File: src/hdl/dcsw_pkg.sv
package dcsw_pkg;
  // Functional notes
  // - Command bits 0..3 pick one of sixteen fixed setpoints.
  // - Command bits 4..5 pick the motor parameter set.
  // - Command bit 11 high enables speed controller droop, low inhibits it.
  // - Command bit 12 high selects torque control, low speed control.
  // - Command bit 13 low raises the external fault.
  // - Command bit 15 is bit one of the command parameter set.
  // - Command and status bit placement are defaults, remappable by configuration.
  // - Leaving telegram 350 for any telegram but the free one clears command connections, external fault input forced high.
  // - Status bit 1 set while speed magnitude exceeds standstill threshold.
  // - Status bit 2 set while speed magnitude exceeds minimum speed.
  // - Status bit 3 set while current is at or above its threshold.
  // - Status bit 4 set while speed magnitude exceeds second speed threshold.
  // - Status bit 5 set while speed magnitude is at or below it.
  // - Status bit 7 set while DC link voltage is at or below threshold.
  // - Status bit 8 set while DC link voltage is above that threshold.
  // - Status bit 9 set while the setpoint ramp generator is idle.
  // - Status bit 10 set while controller output is at or below lower limit.
  // - Status bit 11 set while controller output exceeds upper limit.
  // - Any telegram but the free one fixes its connections; remap writes are rejected.

  localparam logic [9:0]  TELEGRAM_350  = 10'h15e;
  localparam logic [9:0]  TELEGRAM_FREE = 10'h3e7;

  localparam int CMD_FSP_LSB      = 0;
  localparam int CMD_MPS_LSB      = 4;
  localparam int CMD_TECH_EN      = 8;
  localparam int CMD_DCB_EN       = 9;
  localparam int CMD_DROOP        = 11;
  localparam int CMD_TORQUE       = 12;
  localparam int CMD_NO_EXT_FAULT = 13;
  localparam int CMD_CPS_BIT1     = 15;

  localparam int ST_DCB_ACTIVE = 0;
  localparam int ST_STANDSTILL = 1;
  localparam int ST_MIN_SPEED  = 2;
  localparam int ST_CURRENT    = 3;
  localparam int ST_SPD2_ABOVE = 4;
  localparam int ST_SPD2_BELOW = 5;
  localparam int ST_SP_REACHED = 6;
  localparam int ST_VDC_LOW    = 7;
  localparam int ST_VDC_HIGH   = 8;
  localparam int ST_RAMP_DONE  = 9;
  localparam int ST_TECH_LOW   = 10;
  localparam int ST_TECH_HIGH  = 11;

  localparam logic [15:0] CMD_RESET     = 16'h2000;
  localparam logic [15:0] FUNC_FORCED   = 16'h2000;
  localparam logic [15:0] STATE_RESET   = 16'h0000;
  localparam logic [11:0] CTRL_RESET    = 12'h000;

  typedef logic [3:0] dcsw_sel_t;

  typedef struct packed {
    logic signed [15:0] speed_act;
    logic [15:0]        current_act;
    logic [15:0]        dc_link;
    logic signed [15:0] tech_out;
    logic               dc_brake_active;
    logic               setpoint_reached;
    logic               ramp_active;
  } dcsw_meas_t;

  typedef struct packed {
    logic [15:0]        standstill_thr;
    logic [15:0]        min_speed;
    logic [15:0]        current_thr;
    logic [15:0]        speed_thr2;
    logic [15:0]        dc_link_thr;
    logic signed [15:0] tech_lower;
    logic signed [15:0] tech_upper;
  } dcsw_limits_t;

  typedef struct packed {
    logic [3:0] fixed_setpoint_sel;
    logic [1:0] motor_parameter_set;
    logic       tech_ctrl_enable;
    logic       dc_brake_enable;
    logic       droop_enable;
    logic       torque_mode;
    logic       ext_fault;
    logic       command_parameter_set_bit1;
  } dcsw_ctrl_t;
endpackage

File: src/hdl/dcsw_top.sv
`timescale 1ns/1ps
module dcsw_top
  import dcsw_pkg::*;
(
  // Clock and reset
  input  wire logic         sys_clk,
  input  wire logic         rst,
  // Telegram selection
  input  wire logic [9:0]   telegram_sel,
  // Received process data word
  input  wire logic         cmd_strobe,
  input  wire logic [15:0]  cmd_word_in,
  // Drive internal signals
  input  wire dcsw_meas_t   meas,
  input  wire dcsw_limits_t limits,
  // Connection configuration
  input  wire logic         map_wr,
  input  wire logic         map_is_status,
  input  wire dcsw_sel_t    map_idx,
  input  wire dcsw_sel_t    map_src,
  // Word registers
  output logic [15:0]       drive_command_word_three,
  output logic [15:0]       drive_state_word_three,
  // Decoded drive functions
  output dcsw_ctrl_t        ctrl,
  // Configuration answer
  output logic              map_accept,
  output logic              map_reject
);

  logic [15:0][3:0] cmd_map;
  logic [15:0][3:0] stat_map;
  logic [15:0]      mapped_cmd;
  logic [15:0]      mapped_stat;
  logic [15:0]      status_src;
  logic [15:0]      next_func;
  logic [15:0]      next_state;
  dcsw_ctrl_t       next_ctrl;
  logic [15:0]      speed_mag;
  logic [15:0]      neg_speed;
  wire              sel_350;
  wire              free_mode;
  wire              link_on;
  wire              map_ok;
  wire              map_bad;

  // Telegram decode
  assign sel_350   = (telegram_sel == TELEGRAM_350);
  assign free_mode = (telegram_sel == TELEGRAM_FREE);
  assign link_on   = sel_350 | free_mode;
  assign map_ok    = map_wr & free_mode;
  assign map_bad   = map_wr & ~free_mode;

  // Speed magnitude
  assign neg_speed = 16'(-meas.speed_act);
  assign speed_mag = meas.speed_act[15] ? neg_speed : meas.speed_act;

  // Status sources in default order
  assign status_src[ST_DCB_ACTIVE] = meas.dc_brake_active;
  assign status_src[ST_STANDSTILL] = speed_mag > limits.standstill_thr;
  assign status_src[ST_MIN_SPEED]  = speed_mag > limits.min_speed;
  assign status_src[ST_CURRENT]    = meas.current_act >= limits.current_thr;
  assign status_src[ST_SPD2_ABOVE] = speed_mag > limits.speed_thr2;
  assign status_src[ST_SPD2_BELOW] = speed_mag <= limits.speed_thr2;
  assign status_src[ST_SP_REACHED] = meas.setpoint_reached;
  assign status_src[ST_VDC_LOW]    = meas.dc_link <= limits.dc_link_thr;
  assign status_src[ST_VDC_HIGH]   = meas.dc_link > limits.dc_link_thr;
  assign status_src[ST_RAMP_DONE]  = ~meas.ramp_active;
  assign status_src[ST_TECH_LOW]   = meas.tech_out <= limits.tech_lower;
  assign status_src[ST_TECH_HIGH]  = meas.tech_out > limits.tech_upper;
  assign status_src[15:12]         = 4'h0;

  // Per bit connection select
  for (genvar g = 0; g < 16; g++) begin : g_conn
    assign mapped_cmd[g]  = free_mode ? cmd_q_bit(cmd_map[g])
                                      : drive_command_word_three[g];
    assign mapped_stat[g] = free_mode ? status_src[stat_map[g]] : status_src[g];
  end

  function automatic logic cmd_q_bit(input logic [3:0] idx);
    cmd_q_bit = drive_command_word_three[idx];
  endfunction

  // Forced value outside the telegram
  assign next_func  = link_on ? mapped_cmd : FUNC_FORCED;
  assign next_state = mapped_stat;

  // Function decode
  assign next_ctrl.fixed_setpoint_sel  = next_func[CMD_FSP_LSB +: 4];
  assign next_ctrl.motor_parameter_set = next_func[CMD_MPS_LSB +: 2];
  assign next_ctrl.tech_ctrl_enable    = next_func[CMD_TECH_EN];
  assign next_ctrl.dc_brake_enable     = next_func[CMD_DCB_EN];
  assign next_ctrl.droop_enable        = next_func[CMD_DROOP];
  assign next_ctrl.torque_mode         = next_func[CMD_TORQUE];
  assign next_ctrl.ext_fault           = ~next_func[CMD_NO_EXT_FAULT];
  assign next_ctrl.command_parameter_set_bit1 = next_func[CMD_CPS_BIT1];

  // Command word store
  always_ff @(posedge sys_clk or posedge rst) begin
    if (rst) begin
      drive_command_word_three <= CMD_RESET;
    end else if (cmd_strobe) begin
      drive_command_word_three <= cmd_word_in;
    end
  end

  // Decoded outputs and status word
  always_ff @(posedge sys_clk or posedge rst) begin
    if (rst) begin
      ctrl                   <= CTRL_RESET;
      drive_state_word_three <= STATE_RESET;
    end else begin
      ctrl                   <= next_ctrl;
      drive_state_word_three <= next_state;
    end
  end

  // Connection tables
  always_ff @(posedge sys_clk or posedge rst) begin
    if (rst) begin
      for (int i = 0; i < 16; i++) begin
        cmd_map[i]  <= 4'(i);
        stat_map[i] <= 4'(i);
      end
    end else if (map_ok && map_is_status) begin
      stat_map[map_idx] <= map_src;
    end else if (map_ok) begin
      cmd_map[map_idx] <= map_src;
    end
  end

  // Configuration answer
  always_ff @(posedge sys_clk or posedge rst) begin
    if (rst) begin
      map_accept <= 1'b0;
      map_reject <= 1'b0;
    end else begin
      map_accept <= map_ok;
      map_reject <= map_bad;
    end
  end

  logic [15:0] spd_mag_d;
  logic        past_350;
  logic        past_free;

  // History for checks; status checks muted for one edge after reset
  always_ff @(posedge sys_clk or posedge rst) begin
    if (rst) begin
      past_350  <= 1'b0;
      past_free <= 1'b1;
      spd_mag_d <= 16'h0000;
    end else begin
      past_350  <= sel_350;
      past_free <= free_mode;
      spd_mag_d <= speed_mag;
    end
  end
endmodule // dcsw_top

File: config.mk
export PLATFORM = sky130hd
export DESIGN_NAME = dcsw_top
export DESIGN_NICKNAME = d
export VERILOG_FILES = /design/src/hdl/dcsw_pkg.sv /design/src/hdl/dcsw_top.sv
export SDC_FILE = /design/constraint.sdc
export NUM_CORES = 1
export LEC_CHECK = 0
export ABC_AREA = 1
export BUFFER_PORTS_ARGS = -buffer_cell sky130_fd_sc_hd__buf_2
export CAP_MARGIN = 20
export CORE_UTILIZATION = 45
export CTS_CLUSTER_DIAMETER = 30
export CTS_CLUSTER_SIZE = 10
export DETAILED_ROUTE_END_ITERATION = 8
export HOLD_SLACK_MARGIN = 0.03
export PLACE_DENSITY = 0.65
export SLEW_MARGIN = 5
export SYNTH_ARGS = -nofsm -noshare
export SYNTH_HDL_FRONTEND = slang
export SYNTH_SLANG_ARGS = --single-unit
File: constraint.sdc
create_clock -name sys_clk -period 12.2 [get_ports sys_clk]
set_input_delay 1.22 -clock sys_clk [delete_from_list [all_inputs] [get_ports sys_clk]]
set_output_delay 1.22 -clock sys_clk [all_outputs]
set_load 0.005 [all_outputs]
After elaboration in Yosys (flattened, before gate mapping):

Cells that the tools add are included.

* word-level logic and storage cells: 202
* input bits: 218
* register bits after elaboration: 174

* magnitude comparators: 43
* reductions and logical operators: 3
* bitwise gates (word level): 7
* $add $sub $neg: 1
* multiplexer cells: 102
* equality and inequality tests: 2

Operators by type and width (count)
* $lt 4x5->1 const B: 33
* $bmux 1 s4: 32
* $bwmux 64: 2
* $gt 16x16->1: 5
* $mux 1: 64
* $le 16x16->1: 3
* $mux 16: 2
* $demux 4 s4: 1
* $ge 16x16->1: 1
* $neg 16->16: 1
* $eq 10x10->1 const B: 1
* $eq 10x9->1 const B: 1
* $ge 4x1->1 const B: 1
* $mux 4: 1
* $not 1->1: 4
* $and 1x1->1: 2
* $logic_and 1x1->1: 2
* $reduce_and 2->1: 1
* $or 1x1->1: 1

Longest topological paths before layout:

Gate-level depths: netlist of the first run.

* depth in word-level cells: 6
* depth in mapped cells: 25

Worst setup path after synthesis of the first run:

Ideal clock, no wire load.

* path type: input-to-reg
* from: in meas[52] (netlist name)
* to: reg drive_state_word_three[11]
* setup time: 0.118 ns
* arrival: 3.821 ns
* data required time: 12.082 ns
* stages on the path: 20
* setup slack: 8.261 ns
* cells stage by stage: nor3_1 nand2_1 nor3_1 nand2_1 nor3_1 nand2_1 nor4_1 ha_1 nand2_1 nor4_4 nand3_2 nand2_2 buf_6 nand2_1 nand3_1 nand2_1 nand3_1 nand2_1 nand2_1 nand2_1

* word-level cells in the longest chain between the ends: 6
* elaborated cells on any way between the ends: 9
* those cells by class: 1 x add/sub; 4 x order compare; 4 x mux

RTL lines
* start: declaration: line dcsw_top.sv:14 `input wire dcsw_meas_t meas,`
* $neg 16->16: line dcsw_top.sv:55 `assign neg_speed = 16'(-meas.speed_act);`
* $mux 16 *: line dcsw_top.sv:56 `assign speed_mag = meas.speed_act[15] ? neg_speed : meas.speed_act;`
* $gt 16x16->1, or another cell as far along: line dcsw_top.sv:60 `assign status_src[ST_STANDSTILL] = speed_mag > limits.standstill_thr;`
* $bmux 1 s4 *: line dcsw_top.sv:77 `assign mapped_stat[g] = free_mode ? status_src[stat_map[g]] : status_src[g];`
* $mux 1 (implied by the code) *: line dcsw_top.sv:77
* $mux 1 *: line dcsw_top.sv:77
* net mapped_stat[11]: line dcsw_top.sv:34 `logic [15:0] mapped_stat;`
* end signal: assignment: line dcsw_top.sv:114 `drive_state_word_three <= next_state;`
* end: declaration: line dcsw_top.sv:23 `output logic [15:0] drive_state_word_three,`

Mark *: on every way through the listed nets, which the timed path passes. The rest lies on a longest branch. The select of a mux whose other input is x is not followed.
A chain may end at the register's enable or synchronous reset.

Worst setup path in the final report of the first run:

* from: in meas[53] (netlist name)
* to: reg drive_state_word_three[8]

Same word-level chain as after synthesis.

==> results_dict.tcl, run 1 <==
set metrics [dict create \
    start_util 0.4565 \
    synth_common_cells "504 x nand2_1, 283 x inv_1, 253 x o21ai_0" \
    drv_cap 0 \
    ant_nets 0 \
    yosysMostFrequentCell "nand2_1" \
    yosys_warnings 0 \
    placed_area_um2 14610 \
    grt_overflow 0 \
    path_clk_slew_ps 70 \
    grt_first_pass_wirelength_um 62940 \
    synth.area.top_cells "dfrtp_1 20%, nand2_1 14%, dfstp_2 11%" \
    endpoint_kind "flop" \
    clk-insertion-delay-late_ps 430 \
    yosysTopAreaCell "dfrtp_1" \
    syn-instance-count 1963 \
    final.min_clock_period_ps 4732 \
    p_seq_frac 0.398 \
    powerDensity_nw_per_um2 91.27 \
    place_congestion 0.8920 \
    ir_drop_v 0.00007612 \
    worstSetupStartpointType "primary input" \
    track_usage 0.2713 \
    ios 264 \
    cts_hold_buffers 0 \
    vias 13840 \
    crit_path_top_delay_cell "nand2_2" \
    worstPathArrival_ps 5050 \
    synth-edff-count 0 \
    cts_buffer_depth 2 \
    finalInstanceArea_um2 15200 \
    synth.distinct_cells 38 \
    setup_viol 0 \
    cts_root_buffer "clkbuf_16" \
    holdPathEnd "stat_map[42]" \
    hold_violations 0 \
    p_leak_nw 7.498 \
    rr_worst_depth 7 \
    fin_crit_sh 0.3878 \
    cts_inserted_buffers 17 \
    synth_compound_area_frac 0.1984 \
    die_w_um 172.4 \
    diodes 0 \
    wl_per_cell_um 15.78 \
    place_ws_ps 7125 \
    synth_area_um2 13070 \
    swShare 0.3286 \
    final.setup.worst_slack_ps 7468 \
    die-area_um2 29720 \
    cts-resized-gates 0 \
    required_ps 12520 \
    critPathKind "primary input to flop" \
    synth_adder_area_share 0.1082 \
    drv_slew 0 \
    r2r_setup_slack_ps 10380 \
    max_stage_delay_ps 580 \
    rows 62 \
    rsz0062_at_grt "false" \
    pwr-share-clk 0.392 \
    syn_avg_cell_area_um2 6.656 \
    drc 0 \
    ys_seq_elements 158 \
    place.port_buffers 263 \
    synthMuxAreaShare 0 \
    die_h_um 172.4 \
    dp_hpwl_um 28180 \
    nFillCells 2869 \
    hold_slack_ps 491.6 \
    timing.rr.start "drive_command_word_three[5]" \
    clock.fmax_ghz 0.2113 \
    area_growth_pct 16.34 \
    multi_input_area_um2 7639 \
    regArea_um2 4023 \
    grt_pass1_vias 12390 \
    hold_depth 2 \
    yosys.area_share.simple 0.2688 \
    synth_top_family_by_area "simple AND/OR/NAND/NOR gates" \
    tns_ps 0 \
    crit_path_frequent_cell "nand2_1" \
    regToRegEndpoint "ctrl[1]" \
    dp.cells 2543 \
    wl_um 40630 \
    final_util 0.5310 \
    cts-htree-levels 4 \
    cts_tree "done" \
    timing.critical_path.from "meas[53]" \
    cp_max_fo 18 \
    synth-seq-area-share 0.3079 \
    p_comb_frac 0.209 \
    max_slew_margin 0.3317 \
    hp-start "stat_map[42]" \
    post_cts_buffers 0 \
    drive_above_1_share 0.1757 \
    clock_skew_ps 8.423 \
    ys.flop_type "dfrtp_1" \
    status "completed" \
    internal_power_mw 0.9315 \
    grt_antenna_before_repair 0 \
    drtPass1Iterations 6 \
    drt_iter0_drc 1161 \
    final_cells 2575 \
    switchingPower_mw 0.4558 \
    cts.sinks 158 \
    viasPerCell 5.375 \
    cp_cell_sequence "buf_2, nor3_1, nand2_1, nor3_1, nand2_1, nor3_1, nand2_1, nor4_1, ha_1, nand2_1, nor4_4, nand3_2, nand2_2, nand2_1, nand3_1, nand2_1, nand3_1, nand2_1, nand2_1, nand2_1" \
    yosysTopAreaCellShare 0.1973 \
    tightest_slew_ps 999.7 \
    async_reset_ff_frac 1.000 \
    synth_xor_area_frac 0.008714 \
    fin_nets 2509 \
    finalPower_mw 1.387 \
    syn_nets 2294 \
    fp.coreArea_um2 28630 \
    grt_max_degree 89 \
    hold_class "flop to flop" \
]
[flip-flops by register name, summed over array words and instances, names as in the netlist]
| signal | cells |
|---|---|
| stat_map | 64 |
| cmd_map | 48 |
| drive_command_word_three | 16 |
| drive_state_word_three | 16 |
| ctrl | 12 |
| map_accept | 1 |
| map_reject | 1 |
[critical path, delay by kind of cell]
family                     cells  cell delay [ps]
buffers and inverters          1              120
adders and majority gates      1              240
and+or+nand+nor               18             3470
[layer usage]
layer | GRT usage | wire length (um) | up-vias
met5 | 0 | 0 | -
met4 | 0.09619 | 934 | 0
met3 | 0.03845 | 3064 | 87
met2 | 0.4586 | 19090 | 580
met1 | 0.3521 | 17540 | 6245
li1 | - | - | 6929
[worst max-delay path by stage]
stage	endpoint	slack [ps]	cells past startpoint
6_report	drive_state_word_three[8]	7470	20
5_1_grt	drive_state_word_three[3]	7020	20
4_1_cts	drive_state_word_three[3]	7580	20
3_5_place_dp	drive_state_word_three[3]	7120	20
3_3_place_gp	drive_state_word_three[1]	7250	20
2_1_floorplan	cmd_map[0]	6810	1
[power by group through the flow]
stage | logic (mW) | clock network [mW] | registers, mW
after floorplan | 0.180 | 0 | 0.551
after CTS | 0.290 | 0.553 | 0.552
after global placement | 0.283 | 0 | 0.561
final | 0.290 | 0.545 | 0.552
after global routing | 0.329 | 0.573 | 0.553
after detailed placement | 0.289 | 0 | 0.561
[kinds of logic (layout without fill, tap and decap cells)]
kind of cell,count (synthesis),after routing
compound gates,502,502
buf+inv,362,590
xor+xnor,13,13
simple gates,815,815
fa+ha+maj,113,113
flops,158,158
[cells in the final DEF (no fill, tap or decap), types with 55 or more instances in the layout]
cell type | netlist | final
a21oi_1 | 221 | 221
nand3_1 | 167 | 167
nor2_1 | 67 | 67
ha_1 | 113 | 113
o21ai_0 | 253 | 253
dfrtp_1 | 103 | 103
dfstp_2 | 55 | 55
inv_1 | 283 | 282
buf_2 | 21 | 263
nand2_1 | 504 | 504
[final cells by class]
| class | count | area share |
|---|---|---|
| inverters | 285 | 0.07071 |
| flip-flops and latches | 158 | 0.2646 |
| well taps | 384 | 0.03161 |
| multi-input cells | 1443 | 0.5025 |
| clock inverters | 15 | 0.01103 |
| clock buffers | 17 | 0.02799 |
| repair buffers | 273 | 0.09153 |
Power figures use the tool's default switching activity.
==> run 2: changes to the inputs <==
PLACE_DENSITY = 0.68   (was 0.65)
clock period = 4.3 ns   (was 12.2 ns; I/O delays follow)
==> run 2 against run 1 <==
Routed wire length is 1.6% higher. Non-clock buffer count increased by 12. Clock skew rose by 1.7 ps. Combinational power grew to 2.9 times the previous value. Utilization rose by 0.44 points. Highest routed layer unchanged. Sequential cell count unchanged. Clock-buffer cell count is 2 higher. Global-route usage grew 0.70 points. Critical path depth is 1 higher. Sequential power rose to 2.8 times the previous value. Hold slack lost 400 ps.
==> results_dict.tcl, run 2 (synthesized netlist as in run 1, its figures left out) <==
set metrics [dict create \
    required_ps 4630 \
    cts_root_buffer "clkbuf_16" \
    cts_hold_buffers 0 \
    die_w_um 172.4 \
    regToRegEndpoint "ctrl[4]" \
    area_growth_pct 17.29 \
    clock_skew_ps 10.12 \
    wl_per_cell_um 15.96 \
    final_util 0.5354 \
    rr_worst_depth 8 \
    final_cells 2587 \
    cp.depth 21 \
    die_h_um 172.4 \
    drc 0 \
    crit_buf_inv 2 \
    hold_class "primary input to async pin" \
    critPathCapture "drive_state_word_three[9]" \
    hold_violations 0 \
    worstPathArrival_ps 3580 \
    largest_reg_flops 64 \
    p_leak_nw 7.556 \
    ios 264 \
    timing.rr.start "cmd_map[36]" \
    drtPass1Iterations 5 \
    critPathKind "primary input to flop" \
    grt_pass1_vias 13000 \
    r2r_setup_slack_ps 2160 \
    p_comb_frac 0.211 \
    p_seq_frac 0.394 \
    final_cell_mix "504 x nand2_1, 282 x inv_1, 263 x buf_2" \
    pwr-share-clk 0.395 \
    fin_crit_sh 0.7575 \
    place.port_buffers 263 \
    grt_max_degree 98 \
    finalInstanceArea_um2 15330 \
    start_util 0.4565 \
    cp_cell_sequence "buf_2, nor3_1, nand2_1, nor3_1, nand2_1, nor3_1, nand2_1, nor4_1, buf_4, ha_1, nand2_1, nor4_4, nand3_2, nand2_2, nand2_1, nand3_1, nand2_1, nand3_1, nand2_1, nand2_1, nand2_1" \
    grt_first_pass_wirelength_um 64720 \
    grt_antenna_before_repair 0 \
    path_clk_slew_ps 70 \
    dp.cells 2554 \
    die-area_um2 29720 \
    status "completed" \
    drt_iter0_drc 1066 \
    tightest_slew_ps 910.3 \
    ir_drop_v 0.0002976 \
    place_congestion 0.8955 \
    finalPower_mw 3.974 \
    cp_max_fo 17 \
    reg_top3 "stat_map x64, cmd_map x48" \
    powerDensity_nw_per_um2 259.3 \
    wl_um 41290 \
    switchingPower_mw 1.262 \
    top_register "stat_map" \
    max_slew_margin 0.3915 \
    track_usage 0.2784 \
    worstSetupStartpointType "primary input" \
    cts_inserted_buffers 17 \
    cts_tree "done" \
    fp.coreArea_um2 28630 \
    rsz0062_at_grt "false" \
    path_delay_family "simple AND/OR/NAND/NOR gates" \
    drv_cap 0 \
    ant_nets 0 \
    dp_hpwl_um 29320 \
    fin_nets 2521 \
    cts-resized-gates 0 \
    viasPerCell 5.425 \
    rows 62 \
    clk-insertion-delay-late_ps 440 \
    layout_commonest_cell "nand2_1" \
    placed_area_um2 14700 \
    crit_path_frequent_cell "nand2_1" \
    cts.sinks 158 \
    final.min_clock_period_ps 3257 \
    tns_ps 0 \
    post_cts_buffers 0 \
    timing.critical_path.from "meas[53]" \
    clock.fmax_ghz 0.3070 \
    max_stage_delay_ps 370 \
    setup_viol 0 \
    grt_overflow 0 \
    cts_buffer_depth 2 \
    crit_path_top_delay_cell "nand2_2" \
    swShare 0.3176 \
    endpoint_kind "flop" \
    cts-htree-levels 4 \
    drive_above_1_share 0.1798 \
    drv_slew 0 \
    internal_power_mw 2.712 \
    diodes 0 \
    vias 14030 \
]
[run 2: per-stage QoR]
step | setup slack [ps] | hold slack, ps
finish | 1043 | 90.32
CTS | 1179 | 97.31
global route | 633.6 | 132.2
global placement | 789.6 | 467.3
floorplan | 1151 | 453.0
detailed placement | 729.4 | 477.4
[run 2: worst min path at each step]
stage / start / endpoint / slack, ps
after detailed placement: stat_map[2] / stat_map[2] / 480
after floorplan: stat_map[10] / stat_map[10] / 450
after global placement: stat_map[34] / stat_map[34] / 470
final: rst / ctrl[7] / 90
after CTS: rst / ctrl[7] / 100
after global routing: rst / ctrl[7] / 130
[run 2: worst register-to-register path: stages, from the launching register on]
cell	delay [ps]
dfstp_2	630
inv_1	140
a21oi_1	170
o21ai_0	110
nand2_1	90
nor2_1	40
o311ai_0	680
nand2_1	120
inv_1	80
[run 2: final cells by class]
type | instances | area (um2)
Clock inverter | 13 | 153.9
Multi-Input combinational cell | 1443 | 7639
Sequential cell | 158 | 4023
Tap cell | 384 | 480.5
Fill cell | 2816 | 13300
Clock buffer | 19 | 442.9
Inverter | 285 | 1074
Timing Repair Buffer | 285 | 1514
[run 2: power groups by stage]
stage	sequential (mW)	combinational (mW)	clock, mW
4_1_cts	1.56	0.839	1.58
3_5_place_dp	1.59	0.834	0
2_1_floorplan	1.56	0.512	0
3_3_place_gp	1.59	0.815	0
5_1_grt	1.57	0.954	1.64
6_report	1.57	0.839	1.57
[run 2: routing by layer]
| metal | vias to the layer above | share of wire | GRT usage |
|---|---|---|---|
| li1 | 6938 | - | - |
| met5 | - | 0 | 0 |
| met4 | 0 | 0.028 | 0.1166 |
| met1 | 6328 | 0.41 | 0.3526 |
| met3 | 110 | 0.084 | 0.03937 |
| met2 | 658 | 0.47 | 0.4730 |
